### src/logic/abc_params.svh
`ifndef ABC_PARAMS_SVH
`define ABC_PARAMS_SVH

// ****************************************************************
// bus layout
// ****************************************************************
`define ABC_ADDR_W 8
`define ABC_DATA_W 32
`define ABC_REG_W 4
`define ABC_REG_RST 4'h0
`define ABC_OFS_ACT_CTRL 8'h00
`define ABC_OFS_IRQ_STAT 8'h04
`define ABC_OFS_IRQ_MASK 8'h08
`define ABC_OFS_TDM_CTRL 8'h0c
`define ABC_OFS_DEACT_STAT 8'h10

// ****************************************************************
// field positions
// ****************************************************************
`define ABC_ACT_REQ_BIT 3
`define ABC_DEACT_REQ_BIT 2
`define ABC_UPD_DIS_BIT 1
`define ABC_CUST_EN_BIT 0
`define ABC_F_ACT 3
`define ABC_F_OPS 2
`define ABC_F_MAINT 1
`define ABC_F_SPARE 0
`define ABC_F_DCHAN 4
`define ABC_NUM_FLAGS 5
`define ABC_BLK1_BIT 2
`define ABC_BLK2_BIT 1
`define ABC_SWAP_BIT 0
`define ABC_ST_LINKUP 3
`define ABC_ST_SFSYNC 1
`define ABC_ST_AIP 0

// ****************************************************************
// counts and fill values
// ****************************************************************
// three transmitted superframes before teardown: last index is two
`define ABC_SF_LAST 2'h2
`define ABC_SF_ZERO 2'h0
`define ABC_SF_ONE 2'h1
`define ABC_BYTE_ONES 8'hff
`define ABC_BYTE_ZERO 8'h00

`endif

### src/logic/abc_pkg.sv
`default_nettype none
package abc_pkg;
	typedef enum logic [1:0]
	{
		abc_dst_idle = 2'b00,
		abc_dst_count = 2'b01,
		abc_dst_down = 2'b10
	} abc_deact_state_type;
endpackage : abc_pkg
`default_nettype wire

### src/logic/abc_evt_if.sv
`default_nettype none
interface abc_evt_if;
	logic set;
	logic clr;
	logic wipe;
	logic q;
	modport flag (input set, input clr, input wipe, output q);
	modport ctrl (output set, output clr, output wipe, input q);
endinterface : abc_evt_if
`default_nettype wire

### src/logic/abc_ctrl_regs.sv
// Summary of operation
// - activation request in full reset starts activation
// - request self-clears on progress, tone, reset
// - detected wake-up tone starts activation itself
// - line side tears down after three superframes
// - dropping deactivation request aborts the countdown
// - customer side dea answer means warm restart
// - customer side clears request; line side controller
// - update disable holds transmitted maintenance bits
// - ops, febe, crc bits always keep updating
// - customer enable passes channel data transparently
// - masked flags drive interrupt pin active
// - activation flag on status change, read clears
// - ops flag on buffer load, read clears
// - maintenance flag on buffer update, read clears
// - spare flag on buffer update, read clears
// - resets clear all five registers
// - first slot block sends ones or zeros
// - second slot block sends ones or zeros
// - blocks act on slots; swap both ways
// - received data gated by status and enables
`include "abc_params.svh"
`default_nettype none
module abc_ctrl_regs (
	input wire logic clk, // 100 MHz system clock
	input wire logic rst_b, // async reset, active low
	input wire logic psel, // apb select
	input wire logic penable, // apb access phase
	input wire logic pwrite, // apb direction
	input wire logic [`ABC_ADDR_W-1:0] paddr, // apb byte address
	input wire logic [`ABC_DATA_W-1:0] pwdata, // apb write data
	output logic [`ABC_DATA_W-1:0] prdata, // apb read data
	output logic pready, // apb ready
	output logic pslverr, // apb unmapped address
	input wire logic soft_reset, // software reset level
	input wire logic line_side_mode_pin, // strap pin, high for lt
	input wire logic wake_tone_pin, // incoming tone detector
	input wire logic [`ABC_REG_W-1:0] act_status, // activation status
	input wire logic full_reset_state, // idle full-reset state
	input wire logic lt_wake_tone_sent, // tone sent, pulse
	input wire logic nt_deact_done, // nt deactivated, pulse
	input wire logic rx_dea_seen, // received turn-off bit
	input wire logic verified_act, // verified start-up bit
	input wire logic tdm_invert, // tdm_invert_control level
	input wire logic tx_sf_boundary, // transmit superframe edge
	input wire logic rx_eoc_load, // ops buffer loaded, pulse
	input wire logic rx_m4_update, // maint buffer updated, pulse
	input wire logic rx_spare_update, // spare buffer updated
	input wire logic dchan_event, // dchan_access_reg event
	input wire logic rd_act_status, // status register read
	input wire logic rd_ops_buf, // ops_channel_buffer read
	input wire logic rd_maint_buf, // maint_receive_buffer read
	input wire logic rd_spare_buf, // spare_bits_receive_buffer read
	input wire logic rd_dchan, // dchan_access_reg read
	input wire logic [7:0] line_rx_b1, // line first b channel
	input wire logic [7:0] line_rx_b2, // line second b channel
	input wire logic [7:0] tdm_rx_b1, // tdm_port first slot in
	input wire logic [7:0] tdm_rx_b2, // tdm_port second slot in
	output logic act_start, // start activation, level
	output logic warm_start, // next activation warm
	output logic teardown, // halt transmit, teardown
	output logic load_maint_tx, // load maintenance bits, pulse
	output logic load_ops_tx, // load ops/febe/crc, pulse
	output logic irq_b, // interrupt pin, active low
	output logic [7:0] tdm_tx_b1, // tdm_port first slot out
	output logic [7:0] tdm_tx_b2, // tdm_port second slot out
	output logic [7:0] line_tx_b1, // line first b channel out
	output logic [7:0] line_tx_b2 // line second b channel out
);
	// ****************************************************************
	// apb slave
	// ****************************************************************
	logic pready_ff;
	logic pslverr_ff;
	logic [`ABC_DATA_W-1:0] prdata_ff;
	logic [`ABC_REG_W-1:0] act_ctrl_ff;
	logic [`ABC_REG_W-1:0] nxt_act_ctrl;
	logic [`ABC_REG_W-1:0] mask_ff;
	logic [`ABC_REG_W-1:0] tdm_ctrl_ff;
	abc_pkg::abc_deact_state_type state_ff;
	abc_pkg::abc_deact_state_type nxt_state;
	logic [1:0] sf_cnt_ff;
	logic [1:0] nxt_sf_cnt;
	logic warm_ff;
	wire [`ABC_REG_W-1:0] flags_vis;

	wire acc = psel & penable;
	wire first_acc = acc & ~pready_ff;
	wire done = acc & pready_ff;
	wire wr_en = done & pwrite & ~pslverr_ff;
	wire sel_act = (paddr == `ABC_OFS_ACT_CTRL);
	wire sel_stat = (paddr == `ABC_OFS_IRQ_STAT);
	wire sel_mask = (paddr == `ABC_OFS_IRQ_MASK);
	wire sel_tdm = (paddr == `ABC_OFS_TDM_CTRL);
	wire sel_dst = (paddr == `ABC_OFS_DEACT_STAT);
	wire addr_ok = sel_act | sel_stat | sel_mask | sel_tdm | sel_dst;
	wire wr_act = wr_en & sel_act;
	wire wr_mask = wr_en & sel_mask;
	wire wr_tdm = wr_en & sel_tdm;
	wire [`ABC_REG_W-1:0] wr_val = pwdata[`ABC_REG_W-1:0];
	wire [`ABC_DATA_W-1:0] dst_word =
		`ABC_DATA_W'({warm_ff, sf_cnt_ff, state_ff});
	wire [`ABC_DATA_W-1:0] rd_mux =
		sel_act ? `ABC_DATA_W'(act_ctrl_ff) :
		sel_stat ? `ABC_DATA_W'(flags_vis) :
		sel_mask ? `ABC_DATA_W'(mask_ff) :
		sel_tdm ? `ABC_DATA_W'(tdm_ctrl_ff) :
		sel_dst ? dst_word : `ABC_DATA_W'(`ABC_REG_RST);

	assign pready = pready_ff;
	assign pslverr = pslverr_ff;
	assign prdata = prdata_ff;

	// one wait state so that every bus output comes from a flop
	always_ff @(posedge clk or negedge rst_b)
	begin
		if (!rst_b)
		begin
			pready_ff <= 1'b0;
			pslverr_ff <= 1'b0;
			prdata_ff <= `ABC_DATA_W'(`ABC_REG_RST);
		end
		else
		begin
			pready_ff <= first_acc;
			pslverr_ff <= first_acc & ~addr_ok;
			prdata_ff <= (first_acc & ~pwrite) ? rd_mux : prdata_ff;
		end
	end

	// ****************************************************************
	// control registers
	// ****************************************************************
	logic [`ABC_REG_W-1:0] stat_prev_ff;
	logic lt_mode;
	logic wake_lvl;
	logic wake_prev_ff;

	wire aip_rise = act_status[`ABC_ST_AIP] & ~stat_prev_ff[`ABC_ST_AIP];
	wire wake_rise = wake_lvl & ~wake_prev_ff;
	wire linkup = act_status[`ABC_ST_LINKUP];
	wire sf_sync = act_status[`ABC_ST_SFSYNC];
	wire act_req = act_ctrl_ff[`ABC_ACT_REQ_BIT];
	wire deact_req = act_ctrl_ff[`ABC_DEACT_REQ_BIT];
	wire upd_dis = act_ctrl_ff[`ABC_UPD_DIS_BIT];
	wire cust_en = act_ctrl_ff[`ABC_CUST_EN_BIT];

	abc_sync3 u_mode_sync (
		.clk(clk),
		.rst_b(rst_b),
		.d(line_side_mode_pin),
		.q(lt_mode)
	);

	abc_sync3 u_wake_sync (
		.clk(clk),
		.rst_b(rst_b),
		.d(wake_tone_pin),
		.q(wake_lvl)
	);

	always_comb
	begin
		nxt_act_ctrl = act_ctrl_ff;
		if (soft_reset)
			nxt_act_ctrl = `ABC_REG_RST;
		else if (wr_act)
			nxt_act_ctrl = wr_val;
		else
		begin
			if (aip_rise | lt_wake_tone_sent)
				nxt_act_ctrl[`ABC_ACT_REQ_BIT] = 1'b0;
			if (!lt_mode && nt_deact_done)
				nxt_act_ctrl[`ABC_DEACT_REQ_BIT] = 1'b0;
		end
	end

	always_ff @(posedge clk or negedge rst_b)
	begin
		if (!rst_b)
		begin
			act_ctrl_ff <= `ABC_REG_RST;
			mask_ff <= `ABC_REG_RST;
			tdm_ctrl_ff <= `ABC_REG_RST;
		end
		else
		begin
			act_ctrl_ff <= nxt_act_ctrl;
			mask_ff <= soft_reset ? `ABC_REG_RST :
				(wr_mask ? wr_val : mask_ff);
			tdm_ctrl_ff <= soft_reset ? `ABC_REG_RST :
				(wr_tdm ? wr_val : tdm_ctrl_ff);
		end
	end

	// ****************************************************************
	// activation and deactivation
	// ****************************************************************
	always_comb
	begin
		nxt_state = state_ff;
		nxt_sf_cnt = sf_cnt_ff;
		case (state_ff)
			abc_pkg::abc_dst_idle:
			begin
				if (lt_mode && deact_req && linkup)
				begin
					nxt_state = abc_pkg::abc_dst_count;
					nxt_sf_cnt = `ABC_SF_ZERO;
				end
			end
			abc_pkg::abc_dst_count:
			begin
				if (!deact_req)
					nxt_state = abc_pkg::abc_dst_idle;
				else if (tx_sf_boundary && sf_cnt_ff == `ABC_SF_LAST)
					nxt_state = abc_pkg::abc_dst_down;
				else if (tx_sf_boundary)
					nxt_sf_cnt = sf_cnt_ff + `ABC_SF_ONE;
			end
			abc_pkg::abc_dst_down:
			begin
				// controller clears the request once torn down
				if (!deact_req)
					nxt_state = abc_pkg::abc_dst_idle;
			end
			default:
				nxt_state = abc_pkg::abc_dst_idle;
		endcase
		if (soft_reset)
		begin
			nxt_state = abc_pkg::abc_dst_idle;
			nxt_sf_cnt = `ABC_SF_ZERO;
		end
	end

	logic act_start_ff;
	logic teardown_ff;
	logic load_maint_ff;
	logic load_ops_ff;

	wire start_req = act_req & full_reset_state & ~soft_reset;
	wire start_tone = wake_rise & ~soft_reset;
	wire warm_set = wr_act & ~lt_mode & rx_dea_seen &
		wr_val[`ABC_DEACT_REQ_BIT];

	always_ff @(posedge clk or negedge rst_b)
	begin
		if (!rst_b)
		begin
			state_ff <= abc_pkg::abc_dst_idle;
			sf_cnt_ff <= `ABC_SF_ZERO;
			stat_prev_ff <= `ABC_REG_RST;
			wake_prev_ff <= 1'b0;
			act_start_ff <= 1'b0;
			warm_ff <= 1'b0;
			teardown_ff <= 1'b0;
		end
		else
		begin
			state_ff <= nxt_state;
			sf_cnt_ff <= nxt_sf_cnt;
			stat_prev_ff <= act_status;
			wake_prev_ff <= wake_lvl;
			act_start_ff <= start_req | start_tone;
			warm_ff <= ~soft_reset & (warm_set | (warm_ff & ~act_start_ff));
			teardown_ff <= (nxt_state == abc_pkg::abc_dst_down);
		end
	end

	wire maint_go = tx_sf_boundary & ~upd_dis;

	always_ff @(posedge clk or negedge rst_b)
	begin
		if (!rst_b)
		begin
			load_maint_ff <= 1'b0;
			load_ops_ff <= 1'b0;
		end
		else
		begin
			load_maint_ff <= maint_go;
			load_ops_ff <= tx_sf_boundary;
		end
	end

	assign act_start = act_start_ff;
	assign warm_start = warm_ff;
	assign teardown = teardown_ff;
	assign load_maint_tx = load_maint_ff;
	assign load_ops_tx = load_ops_ff;

	// ****************************************************************
	// interrupt flags
	// ****************************************************************
	abc_evt_if evt [`ABC_NUM_FLAGS] ();
	wire [`ABC_NUM_FLAGS-1:0] flag_set;
	wire [`ABC_NUM_FLAGS-1:0] flag_clr;
	wire [`ABC_NUM_FLAGS-1:0] flag_q;
	logic irq_b_ff;

	assign flag_set[`ABC_F_ACT] = (act_status != stat_prev_ff);
	assign flag_clr[`ABC_F_ACT] = rd_act_status;
	assign flag_set[`ABC_F_DCHAN] = dchan_event;
	assign flag_clr[`ABC_F_DCHAN] = rd_dchan;
	assign flag_set[`ABC_F_OPS] = rx_eoc_load & sf_sync;
	assign flag_clr[`ABC_F_OPS] = rd_ops_buf;
	assign flag_set[`ABC_F_MAINT] = rx_m4_update & sf_sync;
	assign flag_clr[`ABC_F_MAINT] = rd_maint_buf;
	assign flag_set[`ABC_F_SPARE] = rx_spare_update & sf_sync;
	assign flag_clr[`ABC_F_SPARE] = rd_spare_buf;

	genvar gi;
	generate
		for (gi = 0; gi < `ABC_NUM_FLAGS; gi++)
		begin : g_flag
			assign evt[gi].set = flag_set[gi];
			assign evt[gi].clr = flag_clr[gi];
			assign evt[gi].wipe = soft_reset;
			assign flag_q[gi] = evt[gi].q;
			abc_event_flag u_flag (
				.clk(clk),
				.rst_b(rst_b),
				.evt(evt[gi])
			);
		end
	endgenerate

	// a pending status change survives the dchan read
	assign flags_vis[`ABC_F_ACT] = flag_q[`ABC_F_ACT] | flag_q[`ABC_F_DCHAN];
	assign flags_vis[`ABC_F_OPS] = flag_q[`ABC_F_OPS];
	assign flags_vis[`ABC_F_MAINT] = flag_q[`ABC_F_MAINT];
	assign flags_vis[`ABC_F_SPARE] = flag_q[`ABC_F_SPARE];

	wire irq_any = |(flags_vis & mask_ff);

	always_ff @(posedge clk or negedge rst_b)
	begin
		if (!rst_b)
			irq_b_ff <= 1'b1;
		else
			irq_b_ff <= ~irq_any;
	end
	assign irq_b = irq_b_ff;

	// ****************************************************************
	// b channel path
	// ****************************************************************
	logic [7:0] tdm1_ff;
	logic [7:0] tdm2_ff;
	logic [7:0] line1_ff;
	logic [7:0] line2_ff;

	wire swap = tdm_ctrl_ff[`ABC_SWAP_BIT];
	wire rx_ok = linkup & sf_sync & act_status[`ABC_ST_AIP] &
		(cust_en | verified_act);
	wire [7:0] u1 = rx_ok ? line_rx_b1 : `ABC_BYTE_ONES;
	wire [7:0] u2 = rx_ok ? line_rx_b2 : `ABC_BYTE_ONES;
	wire [7:0] slot1 = swap ? u2 : u1;
	wire [7:0] slot2 = swap ? u1 : u2;
	wire [7:0] fill = tdm_invert ? `ABC_BYTE_ZERO : `ABC_BYTE_ONES;
	wire [7:0] out1 = tdm_ctrl_ff[`ABC_BLK1_BIT] ? fill : slot1;
	wire [7:0] out2 = tdm_ctrl_ff[`ABC_BLK2_BIT] ? fill : slot2;
	wire tx_ok = cust_en | verified_act;
	wire [7:0] t1 = swap ? tdm_rx_b2 : tdm_rx_b1;
	wire [7:0] t2 = swap ? tdm_rx_b1 : tdm_rx_b2;

	always_ff @(posedge clk or negedge rst_b)
	begin
		if (!rst_b)
		begin
			tdm1_ff <= `ABC_BYTE_ONES;
			tdm2_ff <= `ABC_BYTE_ONES;
			line1_ff <= `ABC_BYTE_ONES;
			line2_ff <= `ABC_BYTE_ONES;
		end
		else
		begin
			tdm1_ff <= out1;
			tdm2_ff <= out2;
			line1_ff <= tx_ok ? t1 : `ABC_BYTE_ONES;
			line2_ff <= tx_ok ? t2 : `ABC_BYTE_ONES;
		end
	end

	assign tdm_tx_b1 = tdm1_ff;
	assign tdm_tx_b2 = tdm2_ff;
	assign line_tx_b1 = line1_ff;
	assign line_tx_b2 = line2_ff;
endmodule : abc_ctrl_regs
`default_nettype wire

### src/logic/abc_event_flag.sv
`default_nettype none
module abc_event_flag (
	input wire logic clk, // system clock
	input wire logic rst_b, // async reset, active low
	abc_evt_if.flag evt // set, clear, wipe and state
);
	logic q_ff;
	logic nxt_q;

	// a set in the clearing cycle wins; only a reset wipe beats it
	assign nxt_q = evt.wipe ? 1'b0 : (evt.set | (q_ff & ~evt.clr));
	assign evt.q = q_ff;

	always_ff @(posedge clk or negedge rst_b)
	begin
		if (!rst_b)
			q_ff <= 1'b0;
		else
			q_ff <= nxt_q;
	end
endmodule : abc_event_flag
`default_nettype wire

### src/logic/abc_sync3.sv
`default_nettype none
module abc_sync3 (
	input wire logic clk, // system clock
	input wire logic rst_b, // async reset, active low
	input wire logic d, // asynchronous level
	output logic q // filtered level
);
	logic s1_ff;
	logic s2_ff;
	logic s3_ff;
	logic q_ff;
	logic agree;

	// the first stage feeds only the second
	assign agree = (s2_ff == s3_ff);
	assign q = q_ff;

	always_ff @(posedge clk or negedge rst_b)
	begin
		if (!rst_b)
		begin
			s1_ff <= 1'b0;
			s2_ff <= 1'b0;
			s3_ff <= 1'b0;
			q_ff <= 1'b0;
		end
		else
		begin
			s1_ff <= d;
			s2_ff <= s1_ff;
			s3_ff <= s2_ff;
			q_ff <= agree ? s3_ff : q_ff;
		end
	end
endmodule : abc_sync3
`default_nettype wire

### config.mk
export PLATFORM = sky130hd
export DESIGN_NAME = abc_ctrl_regs
export DESIGN_NICKNAME = d
export VERILOG_FILES = /design/src/logic/abc_pkg.sv /design/src/logic/abc_evt_if.sv /design/src/logic/abc_ctrl_regs.sv /design/src/logic/abc_event_flag.sv /design/src/logic/abc_sync3.sv
export VERILOG_INCLUDE_DIRS = /design/src /design/src/logic
export SDC_FILE = /design/constraint.sdc
export NUM_CORES = 1
export LEC_CHECK = 0
export BUFFER_PORTS_ARGS = -buffer_cell sky130_fd_sc_hd__clkbuf_2
export CORE_ASPECT_RATIO = 0.9
export CORE_UTILIZATION = 47
export DETAILED_ROUTE_END_ITERATION = 16
export PLACE_DENSITY_LB_ADDON = 0.2
export SYNTH_ARGS = -nofsm -noshare
export SYNTH_HDL_FRONTEND = slang
export SYNTH_SLANG_ARGS = --single-unit
### constraint.sdc
create_clock -name clk -period 2.4 [get_ports clk]
set_clock_uncertainty 0.15 [all_clocks]
set_input_delay 0.12 -clock clk [delete_from_list [all_inputs] [get_ports clk]]
set_output_delay 0.12 -clock clk [all_outputs]
set_load 0.01 [all_outputs]
==> metrics.yaml <==
status: "finished clean"
dpl.cell_count: 523
p_leak_nw: 2.34
wl_per_cell_um: 14.3
tns_ns: 0
synth.avg_cell_area_um2: 11.3
endpoint_kind: "flop"
cts_buffer_depth: 2
grt_max_degree: 44
pin_count: 172
numCtsBuffers: 9
ir_worst_vdd_uv: 315
worst_path_max_delay_cell: "dfrtp_2"
ff2ff_path_depth: 4
ant_nets: 0
n_fill_cell: 577
synth_top_area_share_pct: 31.4
drc_errors: 0
yosysUniqueCellTypes: 43
nets: 617
min_period_ns: 2.21
drt_iter0_markers: 74
worstPathMaxFanout: 19
p_per_area_nw_per_um2: 516
finalCritPeriodShare_pct: 91.9
finalSetupViolCount: 0
synth.cell_area_um2: 3670
stdcell_count: 616
critPathKind: "flop to flop"
pre_cts_slack_ns: 0.420
rsz0062_at_grt: "no"
syn_inst: 325
synth.ff_latch_count: 79
hold_depth: 4
gp_congestion: 0.734
tightest_slew_ns: 0.601
crit_cells: 4
cp_top_family: "buffers and inverters"
post_cts_resized: 0
cts_tree: "done"
start_kind: "flop"
htreeDepth: 3
cp.arrival_ns: 2.32
synthTopCellsByArea: "dfrtp_1, dfstp_2, mux2i_1"
die_area_um2: 8160
max_freq_mhz: 453
vias_per_cell: 4.93
routed_wl_um: 8820
fp-row-count: 30
core_area_um2: 7540
clk_pin_slew_ns: 0.09
synth_async_sr_flop_share_pct: 100
ys_warn_count: 0
synth_edf_count: 0
die_w_um: 95.1
cts-root-buf: "clkbuf_8"
yosys_most_used_dff: "dfrtp_1"
fin_ws_ns: 0.193
seq_area_frac_synth_pct: 55.0
hp-class: "input pin to flop"
initial_core_util_pct: 48.6
critPathBufInv: 2
max_slew_margin_pct: 59.8
syn2layout_area_growth_pct: 40.9
die_y_um: 85.8
grt_antenna_before_repair: 0
max_cap_viol_count: 0
drive_above_1_share_pct: 34.0
grt_pass1_vias: 3017
grt_remaining_overflow: 0
post-cts-setup-buffers: 0
io_buffers: 116
first_pass_iters: 4
diodes: 0
crit_required_ns: 2.51
post-dp-hpwl_um: 5520
grt_pass1_wl_um: 14100
yosys.area.top_type: "dfrtp_1"
timing.hold.ws_ns: 0.0460
grt_usage_pct: 22.9
numClockSinks: 79
clock_latency_ns: 0.35
worstPathCellList: "buf_4, mux2i_1, dlygate4sd3_1, nand2_1"
hold_viol: 0
slowest_delay_ns: 0.71
finalMaxSlewViolations: 0
vias: 3038
-- cell families (layout without fill, tap and decap cells) --
group                      Yosys count  in the layout  synth area share, %
muxes                               49             49                 13.4
DFF                                 79             79                 55.0
other                                1             27                0.102
AOI/OAI and AO/OA                   48             48                 7.64
buffers and inverters               50            219                 8.29
and+or+nand+nor                     91             91                 13.6
adders and majority gates            4              4                 1.23
xor gates and xnor gates             3              3                0.717
-- cells in the mapped netlist, drive strengths merged, types with 3 or more instances --
cell type / n
nand2: 31
mux2i: 49
dfstp: 33
nand4: 6
buf: 32
nor2: 23
a21oi: 29
and2: 3
and3b: 3
clkbuf: 12
inv: 6
o21ai: 6
dfrtp: 46
nand2b: 8
-- power by group --
part	switching (W)	internal [W]	leakage, nW	total [W]
clock	0.000520	0.000384	0.0827	0.000904
sequential	0.0000190	0.00139	0.947	0.00141
combinational	0.000175	0.000179	1.31	0.000355
total	0.000714	0.00195	2.34	0.00266
-- flip-flops by register name (all words and copies together) (netlist names), 2 cells and up --
name,cells
g_flag.u_flag.evt.q,5
line_tx_b1,8
line_tx_b2,8
tdm_tx_b1,8
state_ff,2
sf_cnt_ff,2
tdm_ctrl_ff,4
prdata,5
act_ctrl_ff,4
tdm_tx_b2,8
stat_prev_ff,4
mask_ff,4
-- worst paths after layout --
path	endpoint	slack, ns	from
setup / recovery	line_tx_b1[5]	0.19	tdm_ctrl_ff[0]
hold / removal	g_flag[3].u_flag.evt.q	0.05	rd_act_status
setup reg to reg	line_tx_b1[5]	0.19	tdm_ctrl_ff[0]
hold reg to reg	u_mode_sync.s2_ff	0.20	u_mode_sync.s1_ff
max in group asynchronous	line_tx_b1[0]	1.22	rst_b
min in group asynchronous	stat_prev_ff[3]	0.14	rst_b
-- worst register-to-register path, delay by kind of cell, from the launching register on --
| kind | cells | cell delay (ns) |
|---|---|---|
| buf+inv | 2 | 0.97 |
| flops | 1 | 0.71 |
| mux | 1 | 0.24 |
| simple gates | 1 | 0.07 |
-- layout by cell type, fill, tap and decap left out, types with 2 or more instances in the layout --
cell             n
nand2b_1         8
inv_1            6
buf_4            5
o21ai_0          6
o211ai_1         2
o41ai_1          2
ha_1             2
clkbuf_8         9
or2_2            2
nand2_1         31
nor3b_1          2
xnor2_1          2
nor4_4           2
nand4_1          6
dfstp_2         33
and2_1           3
a21boi_0         2
dfrtp_1         45
maj3_1           2
nand3_1          2
conb_1          27
mux2i_1         49
clkbuf_2       115
or4_4            2
a21oi_1         29
nor2_1          23
and3b_1          3
dlygate4sd3_1   77
inv_6            3
clkinvlp_4       3
-- timing repair --
action | 4_1_cts | 5_1_grt
hold buffers | 77 | 0
setup endpoints to repair | 0 | 0
endpoints found under the hold margin | 104 | 0
-- routing by layer --
layer,wire (um),GRT usage (%),vias up
met5,0,0,-
met4,198,8.40,0
met3,355,3.55,17
met2,4260,37.5,112
met1,4000,30.6,1456
li1,-,-,1453
-- area by class of cell --
class / instances / area [um2] / area share (%)
clock buffer: 9 / 124 / 2.40
timing repair buffer: 197 / 1380 / 26.8
multi-input combinational: 222 / 1440 / 27.9
clock inverter: 7 / 53.8 / 1.04
sequential: 79 / 2020 / 39.1
tap: 96 / 120 / 2.33
inverter: 6 / 22.5 / 0.436
-- through the flow --
step                      instance area, um2  util [%]  power (W)
after floorplan                         3760         -    0.00157
after global placement                  4220      55.9    0.00167
after detailed placement                4220      55.9    0.00168
after CTS                               5170      68.5    0.00268
after global routing                    5170      68.5    0.00280
final                                   5170      68.5    0.00266
(Power assumes the default switching activity.)
